[src/fec_pkg.sv]
package fec_pkg;

   // Register offsets on the register port
   localparam logic [5:0] RX_FRONT_END_BIAS_OFS = 6'h21;
   localparam logic [5:0] TX_FRONT_END_CONFIG_OFS = 6'h22;
   localparam logic [5:0] PUMP_CAL_REGISTER_OFS = 6'h23;
   localparam logic [5:0] OSC_CURRENT_CAL_REGISTER_OFS = 6'h24;

   // rx_front_end_bias fields
   localparam int RX_AMP_BIAS_LSB = 6;
   localparam int RX_AMP_TO_MIXER_BIAS_LSB = 4;
   localparam int RX_LO_BUFFER_BIAS_LSB = 2;
   localparam int RX_MIXER_BIAS_LSB = 0;
   localparam logic [1:0] RX_AMP_BIAS_RST = 2'h1;
   localparam logic [1:0] RX_AMP_TO_MIXER_BIAS_RST = 2'h1;
   localparam logic [1:0] RX_LO_BUFFER_BIAS_RST = 2'h1;
   localparam logic [1:0] RX_MIXER_BIAS_RST = 2'h2;

   // tx_front_end_config fields
   localparam int TX_LO_BUFFER_BIAS_LSB = 4;
   localparam int TX_LEVEL_INDEX_LSB = 0;
   localparam logic [1:0] TX_LO_BUFFER_BIAS_RST = 2'h1;
   localparam logic [2:0] TX_LEVEL_INDEX_RST = 3'h0;

   // pump_cal_register fields
   localparam int CAL_CONFIG_LSB = 6;
   localparam int PUMP_CAL_STAGE_EN_LSB = 4;
   localparam int PUMP_CURRENT_LSB = 0;
   localparam logic [1:0] CAL_CONFIG_RST = 2'h2;
   localparam logic [1:0] PUMP_CAL_STAGE_EN_RST = 2'h2;
   localparam logic [1:0] PUMP_CAL_STAGE_EN_ON = 2'h1;
   localparam logic [3:0] PUMP_CURRENT_RST = 4'h9;

   // osc_current_cal_register fields
   localparam int OSC_CORE_HIGH_SELECT_BIT = 5;
   localparam int OSC_CURRENT_LSB = 0;
   localparam logic OSC_CORE_HIGH_SELECT_RST = 1'b0;
   localparam logic [4:0] OSC_CURRENT_RST = 5'h0A;

   // Power level table
   localparam int PA_TABLE_DEPTH = 8;
   localparam logic [7:0] PA_TABLE_ENTRY_RST = 8'h00;
   localparam logic [2:0] PA_INDEX_ZERO = 3'h0;
   localparam logic [2:0] PA_INDEX_ONE = 3'h1;

   // Ramp step timing
   localparam int CLOCK_PERIOD_NS = 8;
   localparam int RAMP_STEP_NS = 1000;
   localparam int RAMP_STEP_CYCLES = (RAMP_STEP_NS + CLOCK_PERIOD_NS - 1) / CLOCK_PERIOD_NS;
   localparam logic [7:0] RAMP_STEP_LAST = 8'(RAMP_STEP_CYCLES - 1);
   localparam logic [7:0] RAMP_COUNT_ZERO = 8'h00;
   localparam logic [7:0] RAMP_COUNT_ONE = 8'h01;

   localparam logic [7:0] READ_ZERO = 8'h00;

   typedef enum logic [3:0] {
      RAMP_IDLE = 4'h1,
      RAMP_UP = 4'h2,
      RAMP_ACTIVE = 4'h4,
      RAMP_DOWN = 4'h8
   } fec_ramp_state_type;

endpackage

[src/fec_front_end_regs.sv]
`timescale 1ns/1ps
module fec_front_end_regs
   import fec_pkg::*;
(
   input wire logic clock_i,
   input wire logic rst_b_i,
   input wire logic [5:0] reg_addr_i,
   input wire logic reg_wr_en_i,
   input wire logic [7:0] reg_wr_data_i,
   input wire logic reg_rd_en_i,
   output logic [7:0] reg_rd_data_o,
   input wire logic table_wr_en_i,
   input wire logic [2:0] table_wr_index_i,
   input wire logic [7:0] table_wr_data_i,
   input wire logic pump_cal_valid_i,
   input wire logic [3:0] pump_cal_result_i,
   input wire logic osc_cal_valid_i,
   input wire logic [4:0] osc_cal_result_i,
   input wire logic tx_active_i,
   input wire logic ook_mode_i,
   input wire logic tx_symbol_i,
   output logic [1:0] rx_amp_bias_o,
   output logic [1:0] rx_amp_to_mixer_bias_o,
   output logic [1:0] rx_lo_buffer_bias_o,
   output logic [1:0] rx_mixer_bias_o,
   output logic [1:0] tx_lo_buffer_bias_o,
   output logic [2:0] tx_level_index_o,
   output logic [1:0] cal_config_o,
   output logic pump_cal_stage_enable_o,
   output logic [3:0] pump_current_code_o,
   output logic osc_core_high_select_o,
   output logic [4:0] osc_current_code_o,
   output logic [2:0] pa_ramp_index_o,
   output logic [7:0] pa_setting_o,
   output logic pa_ramp_busy_o
);

   logic [1:0] rx_amp_bias_r;
   logic [1:0] rx_amp_to_mixer_bias_r;
   logic [1:0] rx_lo_buffer_bias_r;
   logic [1:0] rx_mixer_bias_r;
   logic [1:0] tx_lo_buffer_bias_r;
   logic [2:0] tx_level_index_r;
   logic [1:0] cal_config_r;
   logic [1:0] pump_cal_stage_en_r;
   logic [3:0] pump_current_r, pump_current_nxt;
   logic osc_core_high_select_r;
   logic [4:0] osc_current_r, osc_current_nxt;
   logic [7:0] rd_data_r, rd_data_nxt;

   function automatic logic reg_hit(input logic [5:0] addr, input logic [5:0] ofs);
      reg_hit = (addr == ofs);
   endfunction

   // Address decode
   wire sel_rx_bias = reg_hit(reg_addr_i, RX_FRONT_END_BIAS_OFS);
   wire sel_tx_cfg = reg_hit(reg_addr_i, TX_FRONT_END_CONFIG_OFS);
   wire sel_pump_cal = reg_hit(reg_addr_i, PUMP_CAL_REGISTER_OFS);
   wire sel_osc_cal = reg_hit(reg_addr_i, OSC_CURRENT_CAL_REGISTER_OFS);
   wire wr_rx_bias = reg_wr_en_i && sel_rx_bias;
   wire wr_tx_cfg = reg_wr_en_i && sel_tx_cfg;
   wire wr_pump_cal = reg_wr_en_i && sel_pump_cal;
   wire wr_osc_cal = reg_wr_en_i && sel_osc_cal;

   // Read views; reserved bits fixed at zero
   wire [7:0] rx_bias_view = {rx_amp_bias_r, rx_amp_to_mixer_bias_r, rx_lo_buffer_bias_r, rx_mixer_bias_r};
   wire [7:0] tx_cfg_view = {2'h0, tx_lo_buffer_bias_r, 1'b0, tx_level_index_r};
   wire [7:0] pump_cal_view = {cal_config_r, pump_cal_stage_en_r, pump_current_r};
   wire [7:0] osc_cal_view = {2'h0, osc_core_high_select_r, osc_current_r};

   // Software write overrides a same-cycle calibration result
   assign pump_current_nxt = wr_pump_cal ? reg_wr_data_i[PUMP_CURRENT_LSB +: 4] :
                             pump_cal_valid_i ? pump_cal_result_i : pump_current_r;
   assign osc_current_nxt = wr_osc_cal ? reg_wr_data_i[OSC_CURRENT_LSB +: 5] :
                            osc_cal_valid_i ? osc_cal_result_i : osc_current_r;

   assign rd_data_nxt = sel_rx_bias ? rx_bias_view :
                        sel_tx_cfg ? tx_cfg_view :
                        sel_pump_cal ? pump_cal_view :
                        sel_osc_cal ? osc_cal_view : READ_ZERO;

   always_ff @(posedge clock_i) begin
      if (!rst_b_i) begin
         rx_amp_bias_r <= RX_AMP_BIAS_RST;
         rx_amp_to_mixer_bias_r <= RX_AMP_TO_MIXER_BIAS_RST;
         rx_lo_buffer_bias_r <= RX_LO_BUFFER_BIAS_RST;
         rx_mixer_bias_r <= RX_MIXER_BIAS_RST;
      end else if (wr_rx_bias) begin
         rx_amp_bias_r <= reg_wr_data_i[RX_AMP_BIAS_LSB +: 2];
         rx_amp_to_mixer_bias_r <= reg_wr_data_i[RX_AMP_TO_MIXER_BIAS_LSB +: 2];
         rx_lo_buffer_bias_r <= reg_wr_data_i[RX_LO_BUFFER_BIAS_LSB +: 2];
         rx_mixer_bias_r <= reg_wr_data_i[RX_MIXER_BIAS_LSB +: 2];
      end
   end

   always_ff @(posedge clock_i) begin
      if (!rst_b_i) begin
         tx_lo_buffer_bias_r <= TX_LO_BUFFER_BIAS_RST;
         tx_level_index_r <= TX_LEVEL_INDEX_RST;
      end else if (wr_tx_cfg) begin
         tx_lo_buffer_bias_r <= reg_wr_data_i[TX_LO_BUFFER_BIAS_LSB +: 2];
         tx_level_index_r <= reg_wr_data_i[TX_LEVEL_INDEX_LSB +: 3];
      end
   end

   always_ff @(posedge clock_i) begin
      if (!rst_b_i) begin
         cal_config_r <= CAL_CONFIG_RST;
         pump_cal_stage_en_r <= PUMP_CAL_STAGE_EN_RST;
      end else if (wr_pump_cal) begin
         cal_config_r <= reg_wr_data_i[CAL_CONFIG_LSB +: 2];
         pump_cal_stage_en_r <= reg_wr_data_i[PUMP_CAL_STAGE_EN_LSB +: 2];
      end
   end

   always_ff @(posedge clock_i) begin
      if (!rst_b_i) begin
         osc_core_high_select_r <= OSC_CORE_HIGH_SELECT_RST;
      end else if (wr_osc_cal) begin
         osc_core_high_select_r <= reg_wr_data_i[OSC_CORE_HIGH_SELECT_BIT];
      end
   end

   always_ff @(posedge clock_i) begin
      if (!rst_b_i) begin
         pump_current_r <= PUMP_CURRENT_RST;
         osc_current_r <= OSC_CURRENT_RST;
         rd_data_r <= READ_ZERO;
      end else begin
         pump_current_r <= pump_current_nxt;
         osc_current_r <= osc_current_nxt;
         if (reg_rd_en_i) begin
            rd_data_r <= rd_data_nxt;
         end
      end
   end

   fec_pa_ramp u_ramp (
      .clock_i(clock_i),
      .rst_b_i(rst_b_i),
      .tx_active_i(tx_active_i),
      .ook_mode_i(ook_mode_i),
      .tx_symbol_i(tx_symbol_i),
      .level_index_i(tx_level_index_r),
      .ramp_index_o(pa_ramp_index_o),
      .ramp_busy_o(pa_ramp_busy_o)
   );

   fec_power_table u_table (
      .clock_i(clock_i),
      .rst_b_i(rst_b_i),
      .wr_en_i(table_wr_en_i),
      .wr_index_i(table_wr_index_i),
      .wr_data_i(table_wr_data_i),
      .rd_index_i(pa_ramp_index_o),
      .rd_data_o(pa_setting_o)
   );

   assign reg_rd_data_o = rd_data_r;
   assign rx_amp_bias_o = rx_amp_bias_r;
   assign rx_amp_to_mixer_bias_o = rx_amp_to_mixer_bias_r;
   assign rx_lo_buffer_bias_o = rx_lo_buffer_bias_r;
   assign rx_mixer_bias_o = rx_mixer_bias_r;
   assign tx_lo_buffer_bias_o = tx_lo_buffer_bias_r;
   assign tx_level_index_o = tx_level_index_r;
   assign cal_config_o = cal_config_r;
   assign pump_cal_stage_enable_o = (pump_cal_stage_en_r == PUMP_CAL_STAGE_EN_ON);
   assign pump_current_code_o = pump_current_r;
   assign osc_core_high_select_o = osc_core_high_select_r;
   assign osc_current_code_o = osc_current_r;
endmodule

[src/fec_pa_ramp.sv]
`timescale 1ns/1ps
module fec_pa_ramp
   import fec_pkg::*;
(
   input wire logic clock_i,
   input wire logic rst_b_i,
   input wire logic tx_active_i,
   input wire logic ook_mode_i,
   input wire logic tx_symbol_i,
   input wire logic [2:0] level_index_i,
   output logic [2:0] ramp_index_o,
   output logic ramp_busy_o
);

   fec_ramp_state_type state_r, state_nxt;
   logic [2:0] index_r, index_nxt;
   logic [7:0] count_r;
   logic step_en;
   logic [2:0] target;

   function automatic logic [2:0] step_toward(input logic [2:0] cur, input logic [2:0] tgt);
      if (cur < tgt) begin
         step_toward = 3'(cur + PA_INDEX_ONE);
      end else if (cur > tgt) begin
         step_toward = 3'(cur - PA_INDEX_ONE);
      end else begin
         step_toward = cur;
      end
   endfunction

   // Step pulse divider
   always_ff @(posedge clock_i) begin
      if (!rst_b_i || step_en) begin
         count_r <= RAMP_COUNT_ZERO;
      end else begin
         count_r <= 8'(count_r + RAMP_COUNT_ONE);
      end
   end
   assign step_en = (count_r == RAMP_STEP_LAST);

   // OOK in the active state only: symbol one uses the index, symbol zero entry zero; with ook_mode_i clear both use the index
   assign target = (state_r == RAMP_DOWN || state_r == RAMP_IDLE) ? PA_INDEX_ZERO :
                   (state_r == RAMP_ACTIVE && ook_mode_i && !tx_symbol_i) ? PA_INDEX_ZERO :
                   level_index_i;

   always_comb begin
      state_nxt = state_r;
      index_nxt = step_en ? step_toward(index_r, target) : index_r;
      case (state_r)
         RAMP_IDLE: begin
            index_nxt = PA_INDEX_ZERO;
            if (tx_active_i) begin
               state_nxt = RAMP_UP;
            end
         end
         RAMP_UP: begin
            if (!tx_active_i) begin
               state_nxt = RAMP_DOWN;
            end else if (index_nxt == level_index_i) begin
               state_nxt = RAMP_ACTIVE;
            end
         end
         RAMP_ACTIVE: begin
            if (!tx_active_i) begin
               state_nxt = RAMP_DOWN;
            end
         end
         RAMP_DOWN: begin
            if (tx_active_i) begin
               state_nxt = RAMP_UP;
            end else if (index_nxt == PA_INDEX_ZERO) begin
               state_nxt = RAMP_IDLE;
            end
         end
         default: begin
            state_nxt = RAMP_IDLE;
            index_nxt = PA_INDEX_ZERO;
         end
      endcase
   end

   always_ff @(posedge clock_i) begin
      if (!rst_b_i) begin
         state_r <= RAMP_IDLE;
         index_r <= PA_INDEX_ZERO;
      end else begin
         state_r <= state_nxt;
         index_r <= index_nxt;
      end
   end

   assign ramp_index_o = index_r;
   assign ramp_busy_o = (state_r != RAMP_IDLE);
endmodule

[src/fec_power_table.sv]
`timescale 1ns/1ps
module fec_power_table
   import fec_pkg::*;
(
   input wire logic clock_i,
   input wire logic rst_b_i,
   input wire logic wr_en_i,
   input wire logic [2:0] wr_index_i,
   input wire logic [7:0] wr_data_i,
   input wire logic [2:0] rd_index_i,
   output logic [7:0] rd_data_o
);

   logic [7:0] entry_r [PA_TABLE_DEPTH];
   logic [7:0] rd_data_r;

   // Eight separately programmable amplifier settings
   always_ff @(posedge clock_i) begin
      for (int i = 0; i < PA_TABLE_DEPTH; i++) begin
         if (!rst_b_i) begin
            entry_r[i] <= PA_TABLE_ENTRY_RST;
         end else if (wr_en_i && (wr_index_i == 3'(i))) begin
            entry_r[i] <= wr_data_i;
         end
      end
   end

   always_ff @(posedge clock_i) begin
      if (!rst_b_i) begin
         rd_data_r <= PA_TABLE_ENTRY_RST;
      end else begin
         rd_data_r <= entry_r[rd_index_i];
      end
   end

   assign rd_data_o = rd_data_r;
endmodule

[config.mk]
export PLATFORM = sky130hd
export DESIGN_NAME = fec_front_end_regs
export DESIGN_NICKNAME = d
export VERILOG_FILES = /design/src/fec_pkg.sv /design/src/fec_front_end_regs.sv /design/src/fec_pa_ramp.sv /design/src/fec_power_table.sv
export SDC_FILE = /design/constraint.sdc
export NUM_CORES = 1
export LEC_CHECK = 0
export ABC_AREA = 0
export BUFFER_PORTS_ARGS = -buffer_cell sky130_fd_sc_hd__buf_2
export CAP_MARGIN = 0
export CELL_PAD_IN_SITES_DETAIL_PLACEMENT = 0
export CELL_PAD_IN_SITES_GLOBAL_PLACEMENT = 1
export CORE_ASPECT_RATIO = 0.6
export CORE_MARGIN = 2
export CORE_UTILIZATION = 35
export CTS_CLUSTER_DIAMETER = 120
export DETAILED_ROUTE_END_ITERATION = 16
export PLACE_DENSITY = 0.74
export SLEW_MARGIN = 20
export SYNTH_ARGS = -nofsm -noshare
export SYNTH_HDL_FRONTEND = slang
export SYNTH_SLANG_ARGS = --single-unit
[constraint.sdc]
create_clock -name clock_i -period 3.55 [get_ports clock_i]
set_input_delay 0.1775 -clock clock_i [delete_from_list [all_inputs] [get_ports clock_i]]
set_output_delay 0.1775 -clock clock_i [all_outputs]
set_load 0.01 [all_outputs]
==> results of run 1 <==
-- routing by layer --
layer | track usage | routed length [um] | vias to the layer above
met3 | 0.03724 | 830 | 7
met2 | 0.2591 | 6334 | 132
met1 | 0.2618 | 7436 | 2127
li1 | - | - | 2047
met4 | 0.06233 | 91 | 0
met5 | 0 | 0 | -
-- what timing repair did --
item                       4_1_cts  5_1_grt
hold buffers                     1        0
setup endpoints to repair        0        2
buffers inserted                 0        2
hold endpoints to repair         1        0
-- worst reg2reg max path: cells and delay by family, from the launching register on --
family,cells,cell delay [ps]
and+or+nand+nor,4,950
buffers and inverters,1,200
adders and majority gates,1,170
AOI/OAI and AO/OA,6,1390
DFF,1,390
-- power breakdown --
part           switching, uW  leakage [uW]  internal, uW
logic                    153       0.00134           108
registers               38.8       0.00109          1560
clock network            653      0.000299          1180
-- registers in the layout, indices dropped and copies added, names as in the netlist --
signal and count:
u_table.entry_r 64, cal_config_o 2, pump_cal_stage_en_r 2, u_ramp.state_r 4, rx_mixer_bias_o 2, reg_rd_data_o 8
rx_lo_buffer_bias_o 2, tx_lo_buffer_bias_o 2, pump_current_code_o 4, osc_current_code_o 5, tx_level_index_o 3, u_table.rd_data_o 8
rx_amp_to_mixer_bias_o 2, u_ramp.count_r 8, rx_amp_bias_o 2, u_ramp.ramp_index_o 3, osc_core_high_select_o 1
-- cell families (layout without fill, tap and decap cells) --
kind of cell,after synthesis,after routing,share of synthesized area
flip-flops,122,122,0.5402
buffers and inverters,32,146,0.02127
adder cells (fa/ha/maj),7,7,0.01535
AO/OA/AOI/OAI,75,75,0.09647
AND/OR/NAND/NOR,220,220,0.2061
XOR/XNOR,14,14,0.02521
multiplexers,34,34,0.09537
-- area by class of cell --
type,instances,area [um2]
Clock buffer,19,432.9
Clock inverter,13,192.7
Fill cell,1491,8992
Inverter,8,30.03
Multi-Input combinational cell,350,2512
Sequential cell,122,3083
Tap cell,209,261.5
Timing Repair Buffer,106,575.6
-- path summary, 6_finish.rpt --
check,from,to,depth (start not counted)
worst max-delay path,u_ramp.state_r[2],u_ramp.state_r[0],12
worst min-delay path,reg_wr_data_i[7],cal_config_o[1],3
worst max register to register,u_ramp.state_r[2],u_ramp.state_r[0],12
worst min register to register,u_ramp.count_r[0],u_ramp.count_r[0],1
-- cells in the final DEF (no fill, tap or decap), types with 8 or more instances in the layout --
cell / instances
a21oi_1: 15
edfxtp_1: 64
mux2i_1: 15
nand3_1: 33
a22oi_1: 12
mux4_2: 16
and2_1: 66
dfxtp_1: 58
nor2_1: 38
buf_4: 16
nor2b_1: 14
nand2_1: 38
clkbuf_16: 17
buf_2: 89
a211oi_1: 8
-- through the flow --
| step | power, uW | cells | worst slack [ps] | instance area, um2 | util |
|---|---|---|---|---|---|
| final | 3696 | 827 | 339.1 | 7088 | 0.4408 |
| after global routing | 3830 | 827 | 85.76 | 7088 | 0.4408 |
| after CTS | 3738 | 825 | 245.0 | 7073 | 0.4399 |
| after detailed placement | 1887 | 792 | 262.9 | 6437 | 0.4003 |
| after global placement | 1878 | 792 | 403.2 | 6437 | 0.4003 |
| after floorplan | 1769 | 504 | 509.6 | 5707 | - |
==> summary.md, run 1 <==
| Metric | Value |
|---|---|
| Die H | `102.9 um` |
| Die width | `168.9 um` |
| CP Buf/Inv Count | `1` |
| Status | `finished, final reports clean` |
| Netlist cell types | `57` |
| Post-synth EDFFs | `64` |
| Share of layout cells above drive strength 1 | `0.2735` |
| Synth Register Bits | `around 120` |
| H-tree depth | `4` |
| Final setup viols | `0` |
| MaxCap Viol Count | `0` |
| Most common library cells after synthesis | `66 x and2_1, 64 x edfxtp_1, 58 x dfxtp_1, 38 x nand2_1, 38 x nor2_1` |
| # diodes | `0` |
| DIE AREA | `between 15000 and 20000 um2` |
| Nets@finish | `roughly 660` |
| Post-CTS sizing | `0` |
| Mapped Nets | `between 500 and 600` |
| Final hold violation count | `0` |
| Synthesized area | `between 5000 and 6000 um2` |
| WL final | `between 10 and 15 mm` |
| Avg Inst Size Synth | `11.32 um2` |
| RSZ-0062 raised after global routing | `false` |
| Pin count of the biggest net entering global routing | `27` |
| PortBufs | `89` |
| Initial DRC Count | `about 420` |
| Cell Chain, Critical Path | `nor2b_1 -> and3b_1 -> o31ai_1 -> and2_1 -> ha_1 -> or3b_4 -> a2111oi_4 -> buf_4 -> o211ai_2 -> a31oi_2 -> o21ai_2 -> o41ai_2` |
| GRT Util Overall | `0.1775` |
| Fin crit share | `0.9045` |
| Flop-to-flop setup slack | `around 340 ps` |
| Clock-pin slew on the worst setup and hold paths | `60 ps` |
| DR vias/cell | `between 5 and 6` |
| Vias | `~4300` |
| Async S/R FF share, synth | `0` |
| Post-DRT Antenna Nets | `0` |
| Pin slew with the least headroom to its limit | `1089 ps` |
| Worst-Skew Late Latency | `about 410 ps` |
| Worst EP required | `between 3000 and 4000 ps` |
| Critical Path Start Type | `flop` |
| HPWL Detailed | `around 10 mm` |
| Slew headroom | `0.2691` |
| Critical path's largest stage delay | `between 300 and 400 ps` |
| Grt ovf | `0` |
| Cell taking the most area after synthesis | `edfxtp_1` |
| Initial antenna violation count | `0` |
| Cts bufs inserted | `17` |
| DR DRC count | `0` |
| Count of final max-slew check failures | `0` |
| Clock root cell | `clkbuf_16` |
| Initial Util | `0.3549` |
| Synth area leaders | `edfxtp_1 34%, dfxtp_1 20%, and2_1 7.2%, mux4_2 6.3%, nand3_1 2.9%` |
| Vias in the first global route | `~4100` |
| Worst hold path type | `input pin to flop` |
| Avg WL per Cell | `17.77 um` |
| Num rows | `36` |
| CP Capture Type | `flop` |
| Final worst path period need | `3211 ps` |
| Max Fclk | `~310 MHz` |
| First-pass GRT wire length | `~23 mm` |
| Critical Path AT | `~3500 ps` |
| Syn Inst Count | `between 500 and 600` |
| Yosys warnings | `0` |
| Clock sink total | `between 100 and 150` |
| Min Hold Slack | `19.62 ps` |
| Clock buffer depth | `2` |
| Maximum vdd ir drop | `approximately 270 uV` |
| Top cell type's share of synthesized area | `0.3368` |
| Crit Path Max Fanout | `10` |
| Register area share after synthesis | `0.5402` |
| Placer Congestion | `between 0.8 and 0.9` |
| Final TNS setup | `0 ps` |
| CTS tree | `done` |
| DRT Pass-1 Iters | `7` |
| Top_reg_cell synth | `edfxtp_1` |
| Clk_skew | `9.268 ps` |
| IO Pins | `90` |
| Top Family by Delay on Critical Path | `compound AO/OA/AOI/OAI gates` |
| Leak pwr | `approximately 0.0027 uW` |
| Area growth syn-to-layout | `24.21%` |
| Core area | `around 16000 um2` |
| Most common cell in the netlist | `and2_1` |
| Crit Path Class | `flop to flop` |
| Pwr dens | `521.5 nW/um2` |
| CP max stage cell | `dfxtp_1` |
Note: power is estimated with default switching activity, not from simulation.
==> run 2, diff against run 1 <==
--- a/config.mk
+++ b/config.mk
@@ -15,7 +15,7 @@
 export CORE_UTILIZATION = 35
 export CTS_CLUSTER_DIAMETER = 120
 export DETAILED_ROUTE_END_ITERATION = 16
-export PLACE_DENSITY = 0.74
+export PLACE_DENSITY = 0.76
 export SLEW_MARGIN = 20
 export SYNTH_ARGS = -nofsm -noshare
 export SYNTH_HDL_FRONTEND = slang
==> constraint.sdc (replaced) <==
create_clock -name clock_i -period 2.95 [get_ports clock_i]
set_input_delay 0.1475 -clock clock_i [delete_from_list [all_inputs] [get_ports clock_i]]
set_output_delay 0.1475 -clock clock_i [all_outputs]
set_load 0.01 [all_outputs]
==> summary.md, run 2 (synthesis gave the netlist of run 1 again) <==
| Metric | Value |
|---|---|
| Status | `finished, final reports clean (unchanged)` |
| DIE AREA | `17380 um2 (unchanged)` |
| Placer Congestion | `0.8418 (was 0.8653)` |
| Clock-pin slew on the worst setup and hold paths | `60 ps (about the same)` |
| RSZ-0062 raised after global routing | `true (was false)` |
| Worst R2R Path Depth | `14 (was 12)` |
| H-tree depth | `4 (unchanged)` |
| Clk_skew | `9.673 ps (was 9.268 ps)` |
| Cts bufs inserted | `17 (unchanged)` |
| Pin slew with the least headroom to its limit | `964.7 ps (was 1089 ps)` |
| WL final | `14.87 mm (was 14.69 mm)` |
| Clock root cell | `clkbuf_16 (unchanged)` |
| Comb pwr share | `0.083 (was 0.071)` |
| Fin crit share | `0.9910 (was 0.9045)` |
| Initial antenna violation count | `0 (unchanged)` |
| Die width | `168.9 um (unchanged)` |
| Worst setup startpoint | `u_ramp.state_r[2] (unchanged)` |
| Worst-Skew Late Latency | `410 ps (about the same)` |
| Clock sink total | `122 (unchanged)` |
| Share of layout cells above drive strength 1 | `0.3039 (was 0.2735)` |
| Grt met1 use | `0.2560 (was 0.2618)` |
| GRT Util Overall | `0.1762 (was 0.1775)` |
| Num rows | `36 (unchanged)` |
| Final hold violation count | `0 (unchanged)` |
| Worst r2r src | `u_ramp.state_r[2] (unchanged)` |
| Seq pwr share | `0.456 (was 0.432)` |
| Max Fclk | `342.1 MHz (was 311.4 MHz)` |
| Largest Register | `u_table.entry_r (unchanged)` |
| CP Capture Type | `flop (unchanged)` |
| Core area | `16080 um2 (unchanged)` |
| Pwr dens | `583.3 nW/um2 (was 521.5 nW/um2)` |
| Initial Util | `0.3549 (unchanged)` |
| Switch share | `0.2347 (was 0.2286)` |
| DR vias/cell | `5.209 (was 5.215)` |
| Vias | `4396 (was 4313)` |
| Final core utilization | `0.4494 (was 0.4408)` |
| Gr busiest metal | `met2 (was met1)` |
| Post-DRT Antenna Nets | `0 (unchanged)` |
| HPWL Detailed | `10.58 mm (was 10.45 mm)` |
| Final worst path period need | `2923 ps (was 3211 ps)` |
| Leak pwr | `0.002810 uW (was 0.002735 uW)` |
| Area growth syn-to-layout | `26.64% (was 24.21%)` |
| Most frequent cells in the layout | `89 x buf_2, 66 x and2_1, 64 x edfxtp_1 (unchanged)` |
| CP Capture Point | `u_ramp.state_r[0] (unchanged)` |
| Count of final max-slew check failures | `0 (unchanged)` |
| Worst EP required | `3260 ps (was 3860 ps)` |
| Clock buffer depth | `2 (unchanged)` |
| MaxCap Viol Count | `0 (unchanged)` |
| First-pass GRT wire length | `22.96 mm (was 22.90 mm)` |
| Met3 Usage GRT | `0.04760 (was 0.03724)` |
| Critical Path Start Type | `flop (unchanged)` |
| Pin count of the biggest net entering global routing | `29 (was 27)` |
| IO Pins | `90 (unchanged)` |
| # diodes | `0 (unchanged)` |
| Avg WL per Cell | `17.61 um (was 17.77 um)` |
| Crit Path Max Fanout | `4 (was 10)` |
| Maximum vdd ir drop | `352.3 uV (was 266.6 uV)` |
| Final Non-Filler Cells | `844 (was 827)` |
| Fill count | `1492 (was 1491)` |
| Flop-to-flop setup slack | `30 ps (was 340 ps)` |
| DR DRC count | `0 (unchanged)` |
| Nets@finish | `673 (was 656)` |
| Crit Path Class | `flop to flop (unchanged)` |
| Die H | `102.9 um (unchanged)` |
| Critical Path AT | `3230 ps (was 3520 ps)` |
| Worst hold path type | `input pin to flop (unchanged)` |
| Reg-to-reg endpoint | `u_ramp.state_r[0] (unchanged)` |
| WHS Path Cells | `3 (unchanged)` |
| Placed inst area | `6528 um2 (was 6437 um2)` |
| Cell-internal power | `3226 uW (was 2851 uW)` |
| Clock share of power | `0.461 (was 0.497)` |
| Grt ovf | `0 (unchanged)` |
| Final setup viols | `0 (unchanged)` |
| Max reg flops | `64 (unchanged)` |
| Met2 Use GR | `0.2623 (was 0.2591)` |
| Design area | `7227 um2 (was 7088 um2)` |
| CTS tree | `done (unchanged)` |
| DRT Pass-1 Iters | `5 (was 7)` |
| Slew headroom | `0.3530 (was 0.2691)` |
| Vias in the first global route | `4261 (was 4147)` |
| PortBufs | `89 (unchanged)` |
| NetSw | `989.2 uW (was 845.1 uW)` |
| Initial DRC Count | `322 (was 417)` |
| Dpl cells | `804 (was 792)` |
| Total chip power | `4215 uW (was 3696 uW)` |
| Commonest non-fill, non-tap cell in the layout | `buf_2 (unchanged)` |
run 2: cell type report:
cell class	count	area (um2)	area share
Sequential cell	122	3085	0.4269
Inverter	8	30.03	0.004155
Clock inverter	9	58.81	0.008137
Timing Repair Buffer	123	708.2	0.09799
Multi-Input combinational cell	350	2582	0.3573
Tap cell	209	261.5	0.03618
Clock buffer	23	500.5	0.06925
run 2: layer usage:
metal  part of all wire  routed length [um]
met1               0.50                7468
met4             0.0059                  87
met2               0.43                6421
met5                  0                   0
met3              0.060                 890
run 2: power groups by stage:
stage               combinational [uW]  sequential, uW  clock [uW]
CTS                                347            1920        1970
detailed placement                 334            1950           0
floorplan                          189            1940           0
finish                             351            1920        1940
global route                       384            1930        2060
global placement                   324            1950           0
run 2: timing repair:
action | 4_1_cts | 5_1_grt
endpoints found under the hold margin | 4 | 0
hold buffers | 3 | 0
pin swaps | 12 | 3
setup endpoints to repair | 4 | 4
gates resized for setup | 11 | 5
gates cloned | 0 | 0
buffers inserted | 4 | 1
run 2: through the flow:
stage / setup TNS (ps) / worst slack [ps] / hold WS [ps]
CTS: -46.80 / -24.83 / 11.02
global placement: 0 / 22.67 / 410.9
finish: 0 / 26.60 / 28.33
global route: -290.1 / -81.42 / 18.13
detailed placement: -355.2 / -158.2 / 412.9
floorplan: 0 / 9.273 / 277.3
run 2: worst max-delay path, cell delays in order, from the launching register on:
cell       delay, ps
dfxtp_2          330
buf_4            140
or2_4            270
a21oi_4          170
o31ai_4          110
and2_1           190
ha_4             270
and3_4           180
a2111oi_4         60
buf_4            170
buf_4            130
or3_4            350
a31oi_4          160
o21ai_2           80
o41ai_2          220
run 2: how the worst min path moves through the flow:
stage | start | end
after detailed placement | reg_wr_data_i[6] | rx_amp_bias_o[0]
after CTS | reg_wr_data_i[5] | tx_lo_buffer_bias_o[1]
after global placement | reg_wr_data_i[6] | rx_amp_bias_o[0]
after global routing | reg_wr_data_i[5] | tx_lo_buffer_bias_o[1]
after floorplan | reg_wr_data_i[1] | osc_current_code_o[1]
final | reg_wr_data_i[5] | tx_lo_buffer_bias_o[1]
==> run 3, diff against run 2 <==
==> constraint.sdc (replaced) <==
create_clock -name clock_i -period 2.95 [get_ports clock_i]
set_input_delay 0.59 -clock clock_i [delete_from_list [all_inputs] [get_ports clock_i]]
set_output_delay 0.59 -clock clock_i [all_outputs]
set_load 0.01 [all_outputs]
==> summary.md, run 3 (synthesis gave the netlist of run 1 again) <==
| Metric | Value |
|---|---|
| Status | `finished, final reports clean (unchanged)` |
| Max Fclk | `345.2 MHz (was 342.1 MHz)` |
| Flop-to-flop setup slack | `50 ps (was 30 ps)` |
| Seq pwr share | `0.442 (was 0.456)` |
| Count of final max-slew check failures | `0 (unchanged)` |
| Most frequent cells in the layout | `89 x buf_2, 66 x and2_1, 64 x edfxtp_1 (unchanged)` |
| Most frequent CP cell | `a21oi_2 (was buf_4)` |
| GRT Util Overall | `0.1732 (was 0.1762)` |
| PortBufs | `89 (unchanged)` |
| Crit Path Max Fanout | `4 (unchanged)` |
| Initial Util | `0.3549 (unchanged)` |
| DRT Pass-1 Iters | `4 (was 5)` |
| Maximum vdd ir drop | `419.2 uV (was 352.3 uV)` |
| WL met3 | `1.090 mm (was 890 um)` |
| CP Capture Point | `u_ramp.state_r[1] (was u_ramp.state_r[0])` |
| CTS tree | `done (unchanged)` |
| NetSw | `947.8 uW (was 989.2 uW)` |
| Post-DRT Antenna Nets | `0 (unchanged)` |
| Worst EP required | `3240 ps (was 3260 ps)` |
| DR DRC count | `0 (unchanged)` |
| H-tree depth | `4 (unchanged)` |
| First-pass GRT wire length | `22.74 mm (was 22.96 mm)` |
| Clock sink total | `122 (unchanged)` |
| Worst R2R Path Depth | `12 (was 14)` |
| Critical path's largest stage delay | `390 ps (was 350 ps)` |
| Clock-pin slew on the worst setup and hold paths | `50 ps (was 60 ps)` |
| Initial antenna violation count | `0 (unchanged)` |
| HPWL Detailed | `10.43 mm (was 10.58 mm)` |
| MaxCap Viol Count | `0 (unchanged)` |
| Final setup viols | `0 (unchanged)` |
| Avg WL per Cell | `17.21 um (was 17.61 um)` |
| Worst r2r src | `u_ramp.state_r[2] (unchanged)` |
| Leak pwr | `0.002817 uW (was 0.002810 uW)` |
| Worst setup startpoint | `u_ramp.state_r[2] (unchanged)` |
| Fin crit share | `0.9819 (was 0.9910)` |
| Pin slew with the least headroom to its limit | `609.2 ps (was 964.7 ps)` |
| Die H | `102.9 um (unchanged)` |
| Worst hold path type | `input pin to flop (unchanged)` |
| IO Pins | `90 (unchanged)` |
| Commonest non-fill, non-tap cell in the layout | `buf_2 (unchanged)` |
| Comb pwr share | `0.077 (was 0.083)` |
| Clock share of power | `0.481 (was 0.461)` |
| DR vias/cell | `5.177 (was 5.209)` |
| Critical Path Start Type | `flop (unchanged)` |
| WL final | `14.49 mm (was 14.87 mm)` |
| Reg-to-reg endpoint | `u_ramp.state_r[1] (was u_ramp.state_r[0])` |
| # diodes | `0 (unchanged)` |
| Min Hold Slack | `448.8 ps (was 28.33 ps)` |
| Clock root cell | `clkbuf_16 (unchanged)` |
| Grt ovf | `0 (unchanged)` |
| Num rows | `36 (unchanged)` |
| Worst Setup Slack, final | `53.45 ps (was 26.60 ps)` |
| Share of layout cells above drive strength 1 | `0.2954 (was 0.3039)` |
| Cell Chain, Critical Path | `or2_2 -> a21oi_2 -> o31ai_4 -> and2_1 -> ha_2 -> and3_1 -> a2111oi_4 -> buf_4 -> or3_1 -> o21ai_2 -> a21oi_2 -> o311a_1 (was buf_4 -> or2_4 -> a21oi_4 -> o31ai_4 -> and2_1 -> ha_4 -> and3_4 -> a2111oi_4 -> buf_4 -> buf_4 -> or3_4 -> a31oi_4 -> o21ai_2 -> o41ai_2)` |
| Worst-Skew Late Latency | `400 ps (was 410 ps)` |
| Critical Path AT | `3180 ps (was 3230 ps)` |
| Final TNS setup | `0 ps (unchanged)` |
| Pin count of the biggest net entering global routing | `25 (was 29)` |
| Clock buffer depth | `2 (unchanged)` |
| Clk_skew | `8.013 ps (was 9.673 ps)` |
| Final worst path period need | `2897 ps (was 2923 ps)` |
| Final core utilization | `0.4477 (was 0.4494)` |
| CP Capture Type | `flop (unchanged)` |
| CP max stage cell | `or3_1 (was or3_4)` |
| DIE AREA | `17380 um2 (unchanged)` |
| DR top layer | `met4 (unchanged)` |
| Crit Path Class | `flop to flop (unchanged)` |
| Slew headroom | `0.5928 (was 0.3530)` |
| Largest Register | `u_table.entry_r (unchanged)` |
| Dpl ws | `-210.1 ps (was -158.2 ps)` |
| Switch share | `0.2180 (was 0.2347)` |
| Area growth syn-to-layout | `26.16% (was 26.64%)` |
| Fill count | `1468 (was 1492)` |
| Vias in the first global route | `4266 (was 4261)` |
| Cell-internal power | `3399 uW (was 3226 uW)` |
| RSZ-0062 raised after global routing | `true (unchanged)` |
| Routed met2 length | `6.095 mm (was 6.421 mm)` |
| Initial DRC Count | `349 (was 322)` |
| Pwr dens | `603.8 nW/um2 (was 583.3 nW/um2)` |
| Cts bufs inserted | `17 (unchanged)` |
| Final hold violation count | `0 (unchanged)` |
| Vias | `4359 (was 4396)` |
| WL met1 | `7.197 mm (was 7.468 mm)` |
| Max reg flops | `64 (unchanged)` |
| Core area | `16080 um2 (unchanged)` |
| Die width | `168.9 um (unchanged)` |
| Placer Congestion | `0.8390 (was 0.8418)` |
| Total chip power | `4347 uW (was 4215 uW)` |
| Nets@finish | `671 (was 673)` |
==> run 3: worst min path at each step <==
stage	start	to	slack, ps	cells past startpoint
2_1_floorplan	u_ramp.count_r[0]	u_ramp.count_r[0]	430	1
3_3_place_gp	u_ramp.count_r[0]	u_ramp.count_r[0]	440	1
3_5_place_dp	u_ramp.count_r[0]	u_ramp.count_r[0]	460	1
4_1_cts	reg_wr_data_i[6]	cal_config_o[0]	430	3
5_1_grt	reg_wr_data_i[3]	osc_current_code_o[3]	440	3
6_report	reg_wr_data_i[6]	rx_amp_bias_o[0]	450	3
==> run 3: what timing repair did <==
action,4_1_cts,5_1_grt
gates resized for setup,2,4
endpoints found under the setup margin,1,4
setup buffers,1,1
pin swaps,6,2
gates cloned,0,0
hold buffers,0,0
==> run 3: cell type report <==
| type | count | area (um2) | share of cell area |
|---|---|---|---|
| flip-flops and latches | 122 | 3084 | 0.4284 |
| multi-input cells | 350 | 2530 | 0.3514 |
| repair buffers | 121 | 685.7 | 0.09524 |
| clock buffers | 27 | 556.8 | 0.07734 |
| well taps | 209 | 261.5 | 0.03632 |
| clock inverters | 5 | 51.30 | 0.007125 |
| inverters | 8 | 30.03 | 0.004171 |
==> run 3: worst max-delay path: cells and delay by family, from the launching register on <==
kind | cells | cell delay, ps
compound gates | 6 | 920
fa+ha+maj | 1 | 320
buf+inv | 1 | 140
flops | 1 | 330
simple gates | 4 | 1060
==> run 3: routing by layer <==
metal  vias to the layer above  GRT usage
met3                        12    0.04069
met1                      2125     0.2532
met4                         0    0.06366
met2                       159     0.2509
li1                       2063          -
met5                         -          0
==> run 3: through the flow <==
| stage | std cells | instance area [um2] |
|---|---|---|
| 6_report | 842 | 7199 |
| 5_1_grt | 842 | 7199 |
| 4_1_cts | 841 | 7172 |
| 3_5_place_dp | 808 | 6553 |
| 3_3_place_gp | 808 | 6553 |
| 2_1_floorplan | 504 | 5712 |
==> run 3: power by group through the flow <==
stage,sequential (uW),combinational [uW],clock [uW]
2_1_floorplan,1940,189,0
3_3_place_gp,1950,322,0
3_5_place_dp,1950,330,0
4_1_cts,1920,332,2130
5_1_grt,1930,370,2190
6_report,1920,336,2090
